[src/rtl/fecp_pkg.sv]
// Notes on behaviour
// - serialize MAC nibbles at line bit rate
// - 4B/5B encode, then scramble transmit stream
// - scrambled bits go NRZI, then MLT-3 out
// - 11-bit LFSR scrambler, 100BASE-TX only
// - 2047-bit sequence, same sequence descrambles receive
// - receive MLT-3 levels become NRZI stream
// - recover bit clock from NRZI edges, NRZI-to-NRZ
// - descramble first, then 4B/5B decode
// - decoded nibbles delivered to MAC receive port
// - Manchester stream split into clock and NRZ
// - decode only after squelch opens, ignore glitches
// - receive clock keeps running between frames
// - strip 7 preamble bytes, start at SFD
// - detect reversed 10BASE-T pair, invert polarity
// - echo-cancel and ADC off in 10/100
package fecp_pkg;

  // speed selection codes
  localparam logic [1:0] SPEED_10 = 2'h0;
  localparam logic [1:0] SPEED_100 = 2'h1;
  localparam logic [1:0] SPEED_1000 = 2'h2;

  localparam int CLK_SYS_MHZ = 100;
  // the transmit line clock input carries this rate in silicon
  localparam int LINE_RATE_MHZ = 125;
  // receive oversampling per code bit; bench-scaled default
  localparam int RX_OVS_DEF = 16;
  localparam int SYM_BITS = 5;

  // scrambler x^11 + x^9 + 1
  localparam int SCR_WIDTH = 11;
  localparam int SCR_TAP_HI = 10;
  localparam int SCR_TAP_LO = 8;
  localparam logic [10:0] SCR_SEED = 11'h7FF;
  localparam logic [5:0] SCR_LOCK_CNT = 6'h1E;

  // control code groups, first transmitted bit is bit 4
  localparam logic [4:0] SYM_J = 5'h18;
  localparam logic [4:0] SYM_K = 5'h11;
  localparam logic [4:0] SYM_T = 5'h0D;
  localparam logic [4:0] SYM_R = 5'h07;
  localparam logic [4:0] SYM_I = 5'h1F;
  localparam logic [4:0] SYM_H = 5'h04;

  // 10BASE-T timing
  localparam int T10_BIT_NS = 100;
  localparam int T10_BIT_CYC = (T10_BIT_NS * CLK_SYS_MHZ) / 1000;
  localparam int MAN_GATE_CYC = (T10_BIT_CYC * 3) / 4;
  localparam int MAN_LOSS_CYC = T10_BIT_CYC * 2;
  localparam int SQ_MIN_PW_NS = 30;
  localparam int SQ_MIN_PW_CYC = (SQ_MIN_PW_NS * CLK_SYS_MHZ + 999) / 1000;
  localparam int T10_NIB_HALF_CYC = T10_BIT_CYC * 2;
  localparam logic [3:0] SQ_OPEN_PULSES = 4'h8;
  localparam logic [3:0] PRE_MIN_ALT = 4'hC;
  localparam logic [3:0] SFD_NIB_LO = 4'h5;
  localparam logic [3:0] SFD_NIB_HI = 4'hD;

  typedef enum {TX_IDLE, TX_SK, TX_DATA, TX_END} fecp_tx_st_t;
  typedef enum {R10_HUNT, R10_DATA} fecp_r10_st_t;

  function automatic logic [7:0] fecp_sat8(input logic [7:0] v);
    logic [7:0] r;
    r = (v == 8'hFF) ? v : v + 8'h01;
    return r;
  endfunction

  function automatic logic [4:0] fecp_enc(input logic [3:0] nib);
    logic [4:0] code;
    case (nib)
      4'h0: code = 5'h1E;
      4'h1: code = 5'h09;
      4'h2: code = 5'h14;
      4'h3: code = 5'h15;
      4'h4: code = 5'h0A;
      4'h5: code = 5'h0B;
      4'h6: code = 5'h0E;
      4'h7: code = 5'h0F;
      4'h8: code = 5'h12;
      4'h9: code = 5'h13;
      4'hA: code = 5'h16;
      4'hB: code = 5'h17;
      4'hC: code = 5'h1A;
      4'hD: code = 5'h1B;
      4'hE: code = 5'h1C;
      default: code = 5'h1D;
    endcase
    return code;
  endfunction

  // returns {valid, nibble}
  function automatic logic [4:0] fecp_dec(input logic [4:0] code);
    logic [4:0] r;
    case (code)
      5'h1E: r = 5'h10;
      5'h09: r = 5'h11;
      5'h14: r = 5'h12;
      5'h15: r = 5'h13;
      5'h0A: r = 5'h14;
      5'h0B: r = 5'h15;
      5'h0E: r = 5'h16;
      5'h0F: r = 5'h17;
      5'h12: r = 5'h18;
      5'h13: r = 5'h19;
      5'h16: r = 5'h1A;
      5'h17: r = 5'h1B;
      5'h1A: r = 5'h1C;
      5'h1B: r = 5'h1D;
      5'h1C: r = 5'h1E;
      5'h1D: r = 5'h1F;
      default: r = 5'h00;
    endcase
    return r;
  endfunction

endpackage

[src/rtl/fecp_top.sv]
`timescale 1ns/1ps
module fecp_top #(
  parameter int RX_OVS = fecp_pkg::RX_OVS_DEF
) (
  // system
  input wire logic CLK_SYS,
  input wire logic RESET,
  // speed selection
  input wire logic [1:0] SPEED,
  // mac transmit
  input wire logic TX_EN,
  input wire logic TX_ER,
  input wire logic [3:0] TXD,
  output logic TX_NIB_TAKE,
  // line transmit
  input wire logic TX_LINE_CLK,
  output logic TX_LINE_POS,
  output logic TX_LINE_NEG,
  // line receive
  input wire logic RX_LINE_POS,
  input wire logic RX_LINE_NEG,
  input wire logic SQUELCH_LVL,
  // mac receive
  output logic RX_CLK,
  output logic [3:0] RXD,
  output logic RX_DV,
  output logic RX_ER,
  output logic RX_POL_INV,
  // gigabit analog stages
  output logic ECHO_CANCEL_EN,
  output logic ADC_EN
);
  import fecp_pkg::*;

  localparam logic [7:0] OVS_MID = 8'(RX_OVS / 2);
  localparam logic [7:0] OVS_LAST = 8'(RX_OVS - 1);
  localparam logic [7:0] RCK_HALF_100 = 8'((RX_OVS * SYM_BITS) / 2 - 1);
  localparam logic [7:0] RCK_HALF_10 = 8'(T10_NIB_HALF_CYC - 1);
  localparam logic [7:0] MAN_GATE = 8'(MAN_GATE_CYC);
  localparam logic [7:0] MAN_LOSS = 8'(MAN_LOSS_CYC);
  localparam logic [7:0] SQ_MIN_PW = 8'(SQ_MIN_PW_CYC);
  localparam logic [2:0] SYM_LAST = 3'(SYM_BITS - 1);
  localparam logic [7:0] R10_FLUSH = 8'(T10_NIB_HALF_CYC * 2 - 1);

  logic mode_10;
  logic mode_100;
  assign mode_10 = (SPEED == SPEED_10);
  assign mode_100 = (SPEED == SPEED_100);

  // transmit, 100BASE-TX
  logic [2:0] txc_q;
  logic tx_bit_stb;
  logic tx_sym_end;
  logic tx_take;
  logic tx_key;
  logic tx_sbit;
  logic tx_nrzi_q;
  logic tx_nrzi_d;
  logic [1:0] tx_mlt_q;
  logic [1:0] tx_mlt_d;
  logic [2:0] tx_cnt_q;
  logic [4:0] tx_sym_q;
  logic [4:0] tx_next;
  logic tx_pos_q;
  logic tx_neg_q;
  fecp_tx_st_t tx_st_q;
  fecp_tx_st_t tx_st_d;

  always_ff @(posedge CLK_SYS or posedge RESET)
  begin
    if (RESET)
      txc_q <= 3'h0;
    else
      txc_q <= {txc_q[1:0], TX_LINE_CLK};
  end

  assign tx_bit_stb = mode_100 & txc_q[1] & ~txc_q[2];
  assign tx_sym_end = tx_bit_stb & (tx_cnt_q == SYM_LAST);
  assign tx_sbit = tx_sym_q[4] ^ tx_key;
  assign tx_nrzi_d = tx_nrzi_q ^ tx_sbit;
  assign tx_mlt_d = tx_mlt_q + {1'b0, tx_nrzi_d ^ tx_nrzi_q};
  assign TX_NIB_TAKE = tx_sym_end & tx_take;

  // J/K stand in for the first preamble byte, T/R close the stream
  always_comb
  begin
    tx_st_d = tx_st_q;
    tx_next = SYM_I;
    tx_take = 1'b0;
    case (tx_st_q)
      TX_IDLE:
        if (TX_EN)
        begin
          tx_next = SYM_J;
          tx_take = 1'b1;
          tx_st_d = TX_SK;
        end
      TX_SK:
      begin
        tx_next = SYM_K;
        tx_take = 1'b1;
        tx_st_d = TX_DATA;
      end
      TX_DATA:
        if (TX_EN)
        begin
          tx_next = TX_ER ? SYM_H : fecp_enc(TXD);
          tx_take = 1'b1;
        end
        else
        begin
          tx_next = SYM_T;
          tx_st_d = TX_END;
        end
      TX_END:
      begin
        tx_next = SYM_R;
        tx_st_d = TX_IDLE;
      end
      default:
        tx_st_d = TX_IDLE;
    endcase
  end

  always_ff @(posedge CLK_SYS or posedge RESET)
  begin
    if (RESET)
    begin
      tx_st_q <= TX_IDLE;
      tx_cnt_q <= 3'h0;
      tx_sym_q <= SYM_I;
    end
    else if (!mode_100)
    begin
      tx_st_q <= TX_IDLE;
      tx_cnt_q <= 3'h0;
      tx_sym_q <= SYM_I;
    end
    else if (tx_sym_end)
    begin
      tx_st_q <= tx_st_d;
      tx_cnt_q <= 3'h0;
      tx_sym_q <= tx_next;
    end
    else if (tx_bit_stb)
    begin
      tx_cnt_q <= tx_cnt_q + 3'h1;
      tx_sym_q <= {tx_sym_q[3:0], 1'b0};
    end
  end

  always_ff @(posedge CLK_SYS or posedge RESET)
  begin
    if (RESET)
    begin
      tx_nrzi_q <= 1'b0;
      tx_mlt_q <= 2'h0;
      tx_pos_q <= 1'b0;
      tx_neg_q <= 1'b0;
    end
    else if (!mode_100)
    begin
      tx_mlt_q <= 2'h0;
      tx_pos_q <= 1'b0;
      tx_neg_q <= 1'b0;
    end
    else if (tx_bit_stb)
    begin
      tx_nrzi_q <= tx_nrzi_d;
      tx_mlt_q <= tx_mlt_d;
      tx_pos_q <= (tx_mlt_d == 2'h1);
      tx_neg_q <= (tx_mlt_d == 2'h3);
    end
  end

  fecp_lfsr u_tx_scr (
    .clk(CLK_SYS),
    .rst(RESET),
    .adv(tx_bit_stb),
    .load(1'b0),
    .load_bit(1'b0),
    .key(tx_key)
  );

  assign TX_LINE_POS = tx_pos_q;
  assign TX_LINE_NEG = tx_neg_q;

  // receive pin synchronisers
  logic [1:0] rxp_q;
  logic [1:0] rxn_q;
  logic [1:0] sq_q;

  always_ff @(posedge CLK_SYS or posedge RESET)
  begin
    if (RESET)
    begin
      rxp_q <= 2'h0;
      rxn_q <= 2'h0;
      sq_q <= 2'h0;
    end
    else
    begin
      rxp_q <= {rxp_q[0], RX_LINE_POS};
      rxn_q <= {rxn_q[0], RX_LINE_NEG};
      sq_q <= {sq_q[0], SQUELCH_LVL};
    end
  end

  // receive, 100BASE-TX
  logic [1:0] r_lvl_q;
  logic r_chg;
  logic r_nrzi_q;
  logic r_samp_q;
  logic [7:0] r_ph_q;
  logic r_bit_stb;
  logic r_nrz;
  logic r_key;
  logic r_plain;
  logic r_lock_q;
  logic [5:0] r_lcnt_q;
  logic [9:0] r_sh_q;
  logic [9:0] r_sh_d;
  logic r_al_q;
  logic [2:0] r_c5_q;
  logic r_sym_done;
  logic r_end;
  logic [4:0] r_dec;
  logic n100_stb;

  assign r_chg = ({rxp_q[1], rxn_q[1]} != r_lvl_q);
  assign r_bit_stb = mode_100 & (r_ph_q == OVS_MID);
  assign r_nrz = r_nrzi_q ^ r_samp_q;
  assign r_plain = r_nrz ^ r_key;
  assign r_sh_d = {r_sh_q[8:0], r_plain};
  assign r_sym_done = r_bit_stb & r_al_q & (r_c5_q == SYM_LAST);
  assign r_dec = fecp_dec(r_sh_d[4:0]);
  assign r_end = (r_sh_d[4:0] == SYM_T) | (r_sh_d[4:0] == SYM_I);
  assign n100_stb = r_sym_done & ~r_end;

  // every line edge re-centres the sampling phase
  always_ff @(posedge CLK_SYS or posedge RESET)
  begin
    if (RESET)
    begin
      r_lvl_q <= 2'h0;
      r_nrzi_q <= 1'b0;
      r_samp_q <= 1'b0;
      r_ph_q <= 8'h00;
    end
    else
    begin
      r_lvl_q <= {rxp_q[1], rxn_q[1]};
      r_nrzi_q <= r_nrzi_q ^ r_chg;
      r_ph_q <= (r_chg | (r_ph_q == OVS_LAST)) ? 8'h00 : r_ph_q + 8'h01;
      if (r_bit_stb)
        r_samp_q <= r_nrzi_q;
    end
  end

  // unlocked, the idle stream (all ones) is loaded as key history
  always_ff @(posedge CLK_SYS or posedge RESET)
  begin
    if (RESET)
    begin
      r_lock_q <= 1'b0;
      r_lcnt_q <= 6'h00;
    end
    else if (!mode_100)
    begin
      r_lock_q <= 1'b0;
      r_lcnt_q <= 6'h00;
    end
    else if (r_bit_stb & ~r_lock_q)
    begin
      if (r_key == ~r_nrz)
      begin
        r_lcnt_q <= r_lcnt_q + 6'h01;
        r_lock_q <= (r_lcnt_q == SCR_LOCK_CNT - 6'h01);
      end
      else
        r_lcnt_q <= 6'h00;
    end
  end

  fecp_lfsr u_rx_scr (
    .clk(CLK_SYS),
    .rst(RESET),
    .adv(r_bit_stb),
    .load(~r_lock_q),
    .load_bit(~r_nrz),
    .key(r_key)
  );

  always_ff @(posedge CLK_SYS or posedge RESET)
  begin
    if (RESET)
    begin
      r_sh_q <= 10'h000;
      r_al_q <= 1'b0;
      r_c5_q <= 3'h0;
    end
    else if (!mode_100 | !r_lock_q)
    begin
      r_al_q <= 1'b0;
      r_c5_q <= 3'h0;
    end
    else if (r_bit_stb)
    begin
      r_sh_q <= r_sh_d;
      if (!r_al_q & (r_sh_d == {SYM_J, SYM_K}))
      begin
        r_al_q <= 1'b1;
        r_c5_q <= 3'h0;
      end
      else if (r_sym_done)
      begin
        r_c5_q <= 3'h0;
        if (r_end)
          r_al_q <= 1'b0;
      end
      else if (r_al_q)
        r_c5_q <= r_c5_q + 3'h1;
    end
  end

  // receive, 10BASE-T
  logic r10_l_q;
  logic r10_t;
  logic [7:0] r10_pw_q;
  logic [7:0] r10_mc_q;
  logic [3:0] r10_sqc_q;
  logic r10_sq_open;
  logic r10_act_q;
  logic r10_loss;
  logic r10_bit_stb;
  logic r10_braw;
  logic r10_b;
  logic r10_sfd;
  logic r10_pb_q;
  logic [3:0] r10_alt_q;
  logic r10_pol_q;
  logic r10_pend_q;
  logic [3:0] r10_nib_q;
  logic [3:0] r10_nib_d;
  logic [1:0] r10_nc_q;
  logic n10_stb;
  logic [3:0] n10_dat;
  logic r10_nib_end;
  logic r10_flush;
  logic [3:0] r10_hold_q;
  fecp_r10_st_t r10_st_q;

  assign r10_t = mode_10 & (rxp_q[1] != r10_l_q);
  assign r10_sq_open = sq_q[1] & (r10_sqc_q == SQ_OPEN_PULSES);
  assign r10_loss = r10_act_q & ((r10_mc_q >= MAN_LOSS) | ~sq_q[1]);
  // only mid-bit edges count; cell-boundary edges fall inside the gate
  assign r10_bit_stb = r10_t & r10_sq_open & (~r10_act_q | (r10_mc_q >= MAN_GATE));
  assign r10_braw = rxp_q[1];
  assign r10_b = r10_braw ^ r10_pol_q;
  assign r10_sfd = (r10_st_q == R10_HUNT) & (r10_braw == r10_pb_q) & (r10_alt_q >= PRE_MIN_ALT);
  assign r10_nib_d = {r10_b, r10_nib_q[3:1]};
  assign r10_nib_end = (r10_st_q == R10_DATA) & (r10_nc_q == 2'h3);
  // the last held nibble leaves one nibble time after the final bit
  assign r10_flush = mode_10 & r10_pend_q & (r10_mc_q == R10_FLUSH);
  assign n10_stb = r10_flush | (r10_bit_stb & (r10_sfd | r10_nib_end));
  assign n10_dat = r10_sfd ? SFD_NIB_LO : r10_hold_q;

  always_ff @(posedge CLK_SYS or posedge RESET)
  begin
    if (RESET)
    begin
      r10_l_q <= 1'b0;
      r10_pw_q <= 8'hFF;
      r10_mc_q <= 8'hFF;
      r10_sqc_q <= 4'h0;
      r10_act_q <= 1'b0;
    end
    else
    begin
      r10_l_q <= rxp_q[1];
      r10_pw_q <= r10_t ? 8'h00 : fecp_sat8(r10_pw_q);
      r10_mc_q <= r10_bit_stb ? 8'h00 : fecp_sat8(r10_mc_q);
      if (!sq_q[1])
        r10_sqc_q <= 4'h0;
      else if (r10_t)
      begin
        if (r10_pw_q < SQ_MIN_PW)
          r10_sqc_q <= 4'h0;
        else if (r10_sqc_q != SQ_OPEN_PULSES)
          r10_sqc_q <= r10_sqc_q + 4'h1;
      end
      if (!mode_10 | r10_loss)
        r10_act_q <= 1'b0;
      else if (r10_bit_stb)
        r10_act_q <= 1'b1;
    end
  end

  // polarity is learnt from the SFD's closing pair and kept across frames
  always_ff @(posedge CLK_SYS or posedge RESET)
  begin
    if (RESET)
    begin
      r10_st_q <= R10_HUNT;
      r10_pb_q <= 1'b0;
      r10_alt_q <= 4'h0;
      r10_pol_q <= 1'b0;
      r10_nib_q <= 4'h0;
      r10_nc_q <= 2'h0;
    end
    else if (!mode_10 | r10_loss)
    begin
      r10_st_q <= R10_HUNT;
      r10_alt_q <= 4'h0;
    end
    else if (r10_bit_stb)
    begin
      r10_pb_q <= r10_braw;
      case (r10_st_q)
        R10_HUNT:
          if (r10_braw != r10_pb_q)
            r10_alt_q <= (r10_alt_q == 4'hF) ? r10_alt_q : r10_alt_q + 4'h1;
          else
          begin
            if (r10_sfd)
            begin
              r10_pol_q <= ~r10_braw;
              r10_st_q <= R10_DATA;
              r10_nc_q <= 2'h0;
            end
            r10_alt_q <= 4'h0;
          end
        R10_DATA:
        begin
          r10_nib_q <= r10_nib_d;
          r10_nc_q <= r10_nc_q + 2'h1;
        end
        default:
          r10_st_q <= R10_HUNT;
      endcase
    end
  end

  // the delimiter needs two nibble slots but is only known at its last bit,
  // so every data nibble is held back one nibble time to keep the cadence
  always_ff @(posedge CLK_SYS or posedge RESET)
  begin
    if (RESET)
    begin
      r10_hold_q <= 4'h0;
      r10_pend_q <= 1'b0;
    end
    else if (!mode_10)
      r10_pend_q <= 1'b0;
    else if (r10_bit_stb & r10_sfd)
    begin
      r10_hold_q <= SFD_NIB_HI;
      r10_pend_q <= 1'b1;
    end
    else if (r10_bit_stb & r10_nib_end)
      r10_hold_q <= r10_nib_d;
    else if (r10_flush)
      r10_pend_q <= 1'b0;
  end

  // mac receive port; one-deep staging assumes nominal rates match
  logic [7:0] rck_cnt_q;
  logic [7:0] rck_half;
  logic rck_q;
  logic rck_wrap;
  logic rx_upd;
  logic n_stb;
  logic [4:0] stg_q;
  logic stg_v_q;
  logic [3:0] rxd_q;
  logic rx_dv_q;
  logic rx_er_q;
  logic gig_q;

  assign rck_half = mode_100 ? RCK_HALF_100 : RCK_HALF_10;
  assign rck_wrap = (rck_cnt_q >= rck_half);
  assign rx_upd = rck_wrap & rck_q;
  assign n_stb = n100_stb | n10_stb;

  always_ff @(posedge CLK_SYS or posedge RESET)
  begin
    if (RESET)
    begin
      rck_cnt_q <= 8'h00;
      rck_q <= 1'b0;
      stg_q <= 5'h00;
      stg_v_q <= 1'b0;
      rxd_q <= 4'h0;
      rx_dv_q <= 1'b0;
      rx_er_q <= 1'b0;
    end
    else
    begin
      rck_cnt_q <= rck_wrap ? 8'h00 : rck_cnt_q + 8'h01;
      if (rck_wrap)
        rck_q <= ~rck_q;
      if (n_stb)
        stg_q <= mode_100 ? {~r_dec[4], r_dec[3:0]} : {1'b0, n10_dat};
      if (n_stb)
        stg_v_q <= 1'b1;
      else if (rx_upd)
        stg_v_q <= 1'b0;
      if (rx_upd)
      begin
        rxd_q <= stg_q[3:0];
        rx_dv_q <= stg_v_q;
        rx_er_q <= stg_v_q & stg_q[4];
      end
    end
  end

  always_ff @(posedge CLK_SYS or posedge RESET)
  begin
    if (RESET)
      gig_q <= 1'b0;
    else
      gig_q <= (SPEED == SPEED_1000);
  end

  assign RX_CLK = rck_q;
  assign RXD = rxd_q;
  assign RX_DV = rx_dv_q;
  assign RX_ER = rx_er_q;
  assign RX_POL_INV = r10_pol_q;
  assign ECHO_CANCEL_EN = gig_q;
  assign ADC_EN = gig_q;

endmodule

[src/rtl/fecp_lfsr.sv]
`timescale 1ns/1ps
module fecp_lfsr (
  // clock and reset
  input wire logic clk,
  input wire logic rst,
  // sequence control
  input wire logic adv,
  input wire logic load,
  input wire logic load_bit,
  // key bit for the current line bit
  output logic key
);
  import fecp_pkg::*;

  logic [SCR_WIDTH-1:0] lfsr_q;

  assign key = lfsr_q[SCR_TAP_HI] ^ lfsr_q[SCR_TAP_LO];

  // load lets the receiver pull its state from the idle stream
  always_ff @(posedge clk or posedge rst)
  begin
    if (rst)
      lfsr_q <= SCR_SEED;
    else if (adv)
      lfsr_q <= {lfsr_q[SCR_WIDTH-2:0], load ? load_bit : key};
  end

endmodule

[config.mk]
export PLATFORM = sky130hd
export DESIGN_NAME = fecp_top
export DESIGN_NICKNAME = d
export VERILOG_FILES = /design/src/rtl/fecp_pkg.sv /design/src/rtl/fecp_top.sv /design/src/rtl/fecp_lfsr.sv
export SDC_FILE = /design/constraint.sdc
export NUM_CORES = 1
export LEC_CHECK = 0
export BUFFER_PORTS_ARGS = -buffer_cell sky130_fd_sc_hd__buf_2
export CAP_MARGIN = 20
export CORE_MARGIN = 2
export CORE_UTILIZATION = 60
export DETAILED_ROUTE_END_ITERATION = 10
export HOLD_SLACK_MARGIN = 0.02
export PLACE_DENSITY = 0.78
export REMOVE_ABC_BUFFERS = 1
export SLEW_MARGIN = 25
export SYNTH_ARGS = -nofsm -noshare
export SYNTH_HDL_FRONTEND = slang
export SYNTH_HIERARCHICAL = 1
export SYNTH_SLANG_ARGS = --single-unit
[constraint.sdc]
create_clock -name CLK_SYS -period 6 [get_ports CLK_SYS]
set_input_delay 1.2 -clock CLK_SYS [delete_from_list [all_inputs] [get_ports CLK_SYS]]
set_output_delay 1.2 -clock CLK_SYS [all_outputs]
set_load 0.02 [all_outputs]
* Yosys cells after proc, flatten, opt, wreduce, memory -nomap -nowiden
Memory sizes are Yosys's and may differ from the RTL's. Index checks and enable logic that the tools add are counted.
Storage, ports and cells: bits in latches 0, word-level logic and storage cells 273, bits in writable memories 0, memory bits (read-only) 240, register bits after elaboration 201, memories 2, output and inout port bits 13, input port bits 14
Memory list:
- (no name shown) | words 32, width 5, read ports 1, clocked after Yosys merged registers in 0, write ports 0, line fecp_pkg.sv:94 | case (code)
- (no name shown) | words 16, width 5, read ports 1, clocked after Yosys merged registers in 0, write ports 0, line fecp_pkg.sv:70 | case (nib)
Cells by class: equal/unequal tests 48, divide/modulo/power cells 0, shifts and indexed selects 0, $lt $le $gt $ge 5, bitwise operators 55, multiplexer cells 76, multiply operators 0, $add $sub $neg 11, reduce and logical (&&, ||, !) cells 33
Operator list (number):
- $mux 32 | 8
- $eq 32x2->1 const B | 3
- $logic_not 32->1 | 3
- $pmux 32 s3 | 1
- $eq 32x1->1 const B | 2
- $pmux 32 s2 | 1
- $mux 4 | 12
- $mux 8 | 6
- $add 8x1->8 const B | 4
- $mux 5 | 6
- $mux 3 | 9
- $and 1x1->1 | 25
- $mux 6 | 4
- $mux 1 | 22
- $pmux 5 s4 | 1
- $ne 3x3->1 const B | 6
- $eq 8x4->1 const B | 2
- $eq 8x8->1 const B | 2
- $reduce_and 2->1 | 8
- $not 1->1 | 12
- $reduce_and 3->1 | 4
- $reduce_bool 2->1 | 6
- $eq 10x10->1 const B | 1
- $ne 2x1->1 const B | 5
- other kinds (36) | 75

* Longest topological paths before layout
word-level depth 9, gate-level depth with buffers 10

* Hierarchy
Netlist, hierarchy kept.
Modules (own cells, without submodules):
- fecp_top | cells an instance 584, sequential area each 2904.0 um^2, area an instance 5988.2 um^2, instances 1
- fecp_lfsr | cells an instance 28, sequential area each 289.0 um^2, area an instance 495.5 um^2, instances 2

* Least setup slack after synthesis
Ideal clock, no wire load.
kind input-to-reg, start point input port SPEED[1], end point register rxd_q[0], in the netlist RXD[0], arrival time 3.494 ns, path buffers 3, path slack 2.381 ns, library setup time 0.125 ns, stages on the path 10, cell sequence nand2b_1 > clkbuf_8 > clkbuf_1 > buf_1 > ha_1 > a211o_1 > a21oi_1 > o21ai_1 > nand2_1 > mux2_2
On the way: longest elaborated chain between the ends 4
RTL lines:
- start, declared | line fecp_top.sv:9 | input wire logic [1:0] SPEED,
- $eq 2x1->1 | line fecp_top.sv:48 | assign mode_100 = (SPEED == SPEED_100);
- $mux 6 | line fecp_top.sv:480 | assign rck_half = mode_100 ? RCK_HALF_100 : RCK_HALF_10;
- $ge 8x6->1 | line fecp_top.sv:481 | assign rck_wrap = (rck_cnt_q >= rck_half);
- $and 1x1->1 | line fecp_top.sv:482 | assign rx_upd = rck_wrap & rck_q;
- end signal, assigned | line fecp_top.sv:510 | rxd_q <= stg_q[3:0];
- end, declared | line fecp_top.sv:475 | logic [3:0] rxd_q;
No other way between the ends. A chain may end at the register's enable or synchronous reset.

* Worst setup path in the final report
start point input port SPEED[1], end point register rx_dv_q, in the netlist RX_DV
On the way: longest elaborated chain between the ends 4
RTL lines:
- $eq 2x1->1 | line fecp_top.sv:48
- $mux 6 | line fecp_top.sv:480
- $ge 8x6->1 | line fecp_top.sv:481
- $and 1x1->1 | line fecp_top.sv:482
- end signal, assigned | line fecp_top.sv:511 | rx_dv_q <= stg_v_q;
- end, declared | line fecp_top.sv:476 | logic rx_dv_q;
No other way between the ends.

==> results.md <==
* CTS Buf Count at 17
* Final Util at 68.7%
* Cts hold-fix bufs at 0
* H-Tree Depth at 4
* Total core area at 11400 um2
* CP cell instances: buf_2, nand2b_1, clkinv_1, ha_1, a21oi_1, o21ai_1, nand2_1, mux2_2
* I/O pins at 27
* Status: completed
* Largest net degree at the start of global routing at 73
* Worst R2R Path Depth at 5
* CP delay by family, top: simple AND/OR/NAND/NOR gates
* Worst rel slew slack at 36.7%
* GRT overflow at 0
* Final Hold Fails at 0
* Fillcell total at 824
* HPWL Detailed at 8650 um
* Antenna viol nets, final at 0
* Reg2reg start: u_rx_scr/lfsr_q[8]$_DFFE_PP1P_
* Synthesized flop and latch total at 137
* Hold_sp: rxp_q[0]$_DFF_PP0_
* Slew @ Worst Pin at between 900 and 1000 ps
* Fin crit period at 3860 ps
* Die height at about 110 um
* Number of remaining DRC errors at 0
* Crit path to: RX_DV$_DFFE_PP0P_
* Final Total Pwr at approximately 2.5 mW
* Starting Density at between 60 and 70%
* Final setup fails at 0
* Capture point of the worst reg-to-reg path: stg_q[3]$_DFFE_PP0P_
* Avg Cell Area, Syn at around 11 um2
* Global-route wire length before repair at approximately 23000 um
* GR Util All Layers at around 23%
* Max_cap viols at 0
* DR iter-0 viols at between 300 and 400
* Slowest CP cell: clkinv_1
* Fin. max-slew vios at 0
* Final #Nets at 708
* Synth cell types at 85
* Post-Syn Area at 6980 um2
* Unrepaired setup endpoints after global routing: no
* Max incr delay on CP at 590 ps
* Pwr dens at 321 nW/um2
* Last weighted congestion value of the routability-driven placer at 0.830
* Flop2flop setup slack at about 3300 ps
* Post-CTS setup buffers at 0
* Vias per inst at 5.79
* Final Skew at 7.38 ps
* Clock root buffer master: clkbuf_16
* WP data required at approximately 6300 ps
* Vias at 4762
* Antenna violations before repair at 0
* Die Wd at 112 um
* Worst VDD drop at 325 uV
* Critical path class: input pin to flip-flop
* Final hold slack at ~350 ps
* Share of cells above drive strength 1 at 24.7%
* FP Rows at 39
* Die ar. at 12500 um2
* Setup_tns at 0 ps
* Async set-reset flop share out of synthesis at 100%
* WP buf/inv at 2
* CTS clk-pin slew, worst paths at approximately 60 ps
* Clk sinks at 137
* HP Class: flip-flop to flip-flop
* Largest cells by area after synthesis: dfrtp_1, dfstp_2, mux2_4
* Arr. time, crit path at 4170 ps
* First drt pass iteration count at 5
* Commonest register cell after synthesis: dfrtp_1
* Leading area contributor after synthesis: dfrtp_1
* Mapped Cells at 640
* CP Launch Point: SPEED[1]
* Drt wl/cell at 16.0 um
* Crit Path Max Fanout at 17
* CP startpoint kind: input pin
* Later-pin clock latency in the skew report at between 400 and 500 ps
* Clk buf depth at 2
* TritonCTS clock tree: done
* WP depth at 8
* Final period utilization at 64.3%
* P&R area growth vs syn at 12.0%
* Top cell type's share of synthesized area at roughly a third
* WL final at 13200 um
* Vias in the first global route at 4890
* Endpoint class of the critical path: flip-flop
* Leakage at 3.47 nW
* Sequential fraction of the synthesis area at 49.9%
* Synth warnings at 6
* IO buf count at 26
* # diodes at 0
* EDFF count, synth at 0
* Fmax at 0.259 GHz
* Post-CTS sizing at 0
## cell usage after synthesis (all sizes together), types with 3 or more instances
master  number
dfrtp       94
nand2       56
nor2        49
dfstp       43
mux2        41
inv         33
o21ai       31
ha          27
nand3       27
a21oi       24
xor2        18
nor3        17
clkbuf      15
and3        13
xnor2       13
mux2i        9
buf          8
nor2b        8
o31ai        8
nand4        7
and2         6
nand2b       6
nor4         6
a211oi       5
a31oi        5
o22ai        5
a21boi       4
or2          4
a211o        3
and4         3
nor4b        3
o211ai       3
o22a         3
or3          3
## area by class of cell
type                       instances  area, um2  area share, %
sequential                       137       3480           44.5
multi-input combinational        448       3250           41.6
clock buffer                      24        482           6.16
tap                              143        179           2.29
timing repair buffer              29        153           1.95
clock inverter                     8        143           1.82
inverter                          34        130           1.66
## per-stage QoR
stage          setup WS [ps]  std cells  instance area (um2)
3_5_place_dp            1740        791                 7190
2_1_floorplan           1790        619                 6860
4_1_cts                 2140        823                 7820
3_3_place_gp            1920        791                 7190
6_report                2140        823                 7820
5_1_grt                 1880        823                 7820
## cell families after synthesis
kind of cell	Yosys count	synth area share, %
AND/OR/NAND/NOR	220	16.4
flip-flops	137	49.9
AO/OA/AOI/OAI	114	11.2
buffers and inverters	58	3.76
multiplexers	50	9.14
XOR/XNOR	33	4.72
adder cells (fa/ha/maj)	27	4.84
other	1	0.0537
## sequential cells by signal (all words and copies together) (netlist names), 4 cells and up
signal           cells
r_sh_q               9
r10_pw_q             8
stg_q                5
r_lcnt_q             6
r10_sqc_q            4
r10_alt_q            4
r10_mc_q             8
tx_sym_q             5
r10_hold_q           4
RXD                  4
r_ph_q               8
u_rx_scr/lfsr_q     11
rck_cnt_q            8
u_tx_scr/lfsr_q     11
## worst min-delay path by stage
stage                               to  cells past startpoint
CTS                  sq_q[1]$_DFF_PP0_                      0
global placement    rxp_q[1]$_DFF_PP0_                      0
finish              rxp_q[1]$_DFF_PP0_                      0
global route         sq_q[1]$_DFF_PP0_                      0
floorplan           rxn_q[1]$_DFF_PP0_                      0
detailed placement   sq_q[1]$_DFF_PP0_                      0
## where the power goes
| part | switching [mW] | leakage (nW) | total [mW] | internal [mW] |
|---|---|---|---|---|
| Combinational | 0.162 | 1.45 | 0.289 | 0.127 |
| Clock | 0.374 | 0.304 | 1.10 | 0.726 |
| Sequential | 0.0845 | 1.71 | 1.12 | 1.04 |
## cells in the final DEF (no fill, tap or decap), types with 13 or more instances in the layout
master,count
clkbuf_16,17
mux2_4,23
ha_1,27
dfstp_2,43
a21oi_1,24
dfrtp_1,94
nor3_1,15
nor2_1,47
nand2_1,55
xor2_1,17
inv_1,32
o21ai_0,29
mux2_2,14
buf_2,26
nand3_1,27
xnor2_1,13
## metal layers
| layer | share of wire (%) | routed length (um) | track usage (%) |
|---|---|---|---|
| met2 | 49 | 6500 | 37.6 |
| met5 | 0 | 0 | 0 |
| met3 | 3.7 | 485 | 5.88 |
| met4 | 1.5 | 203 | 7.98 |
| met1 | 45 | 5970 | 29.0 |
## worst register-to-register path, stage by stage (launching register included)
cell	delay (ps)
dfstp_2	550
xor2_1	260
xnor3_4	620
a2111o_1	370
a211oi_4	400
mux2_2	380
No activity file was read; power rests on OpenSTA's default activity.
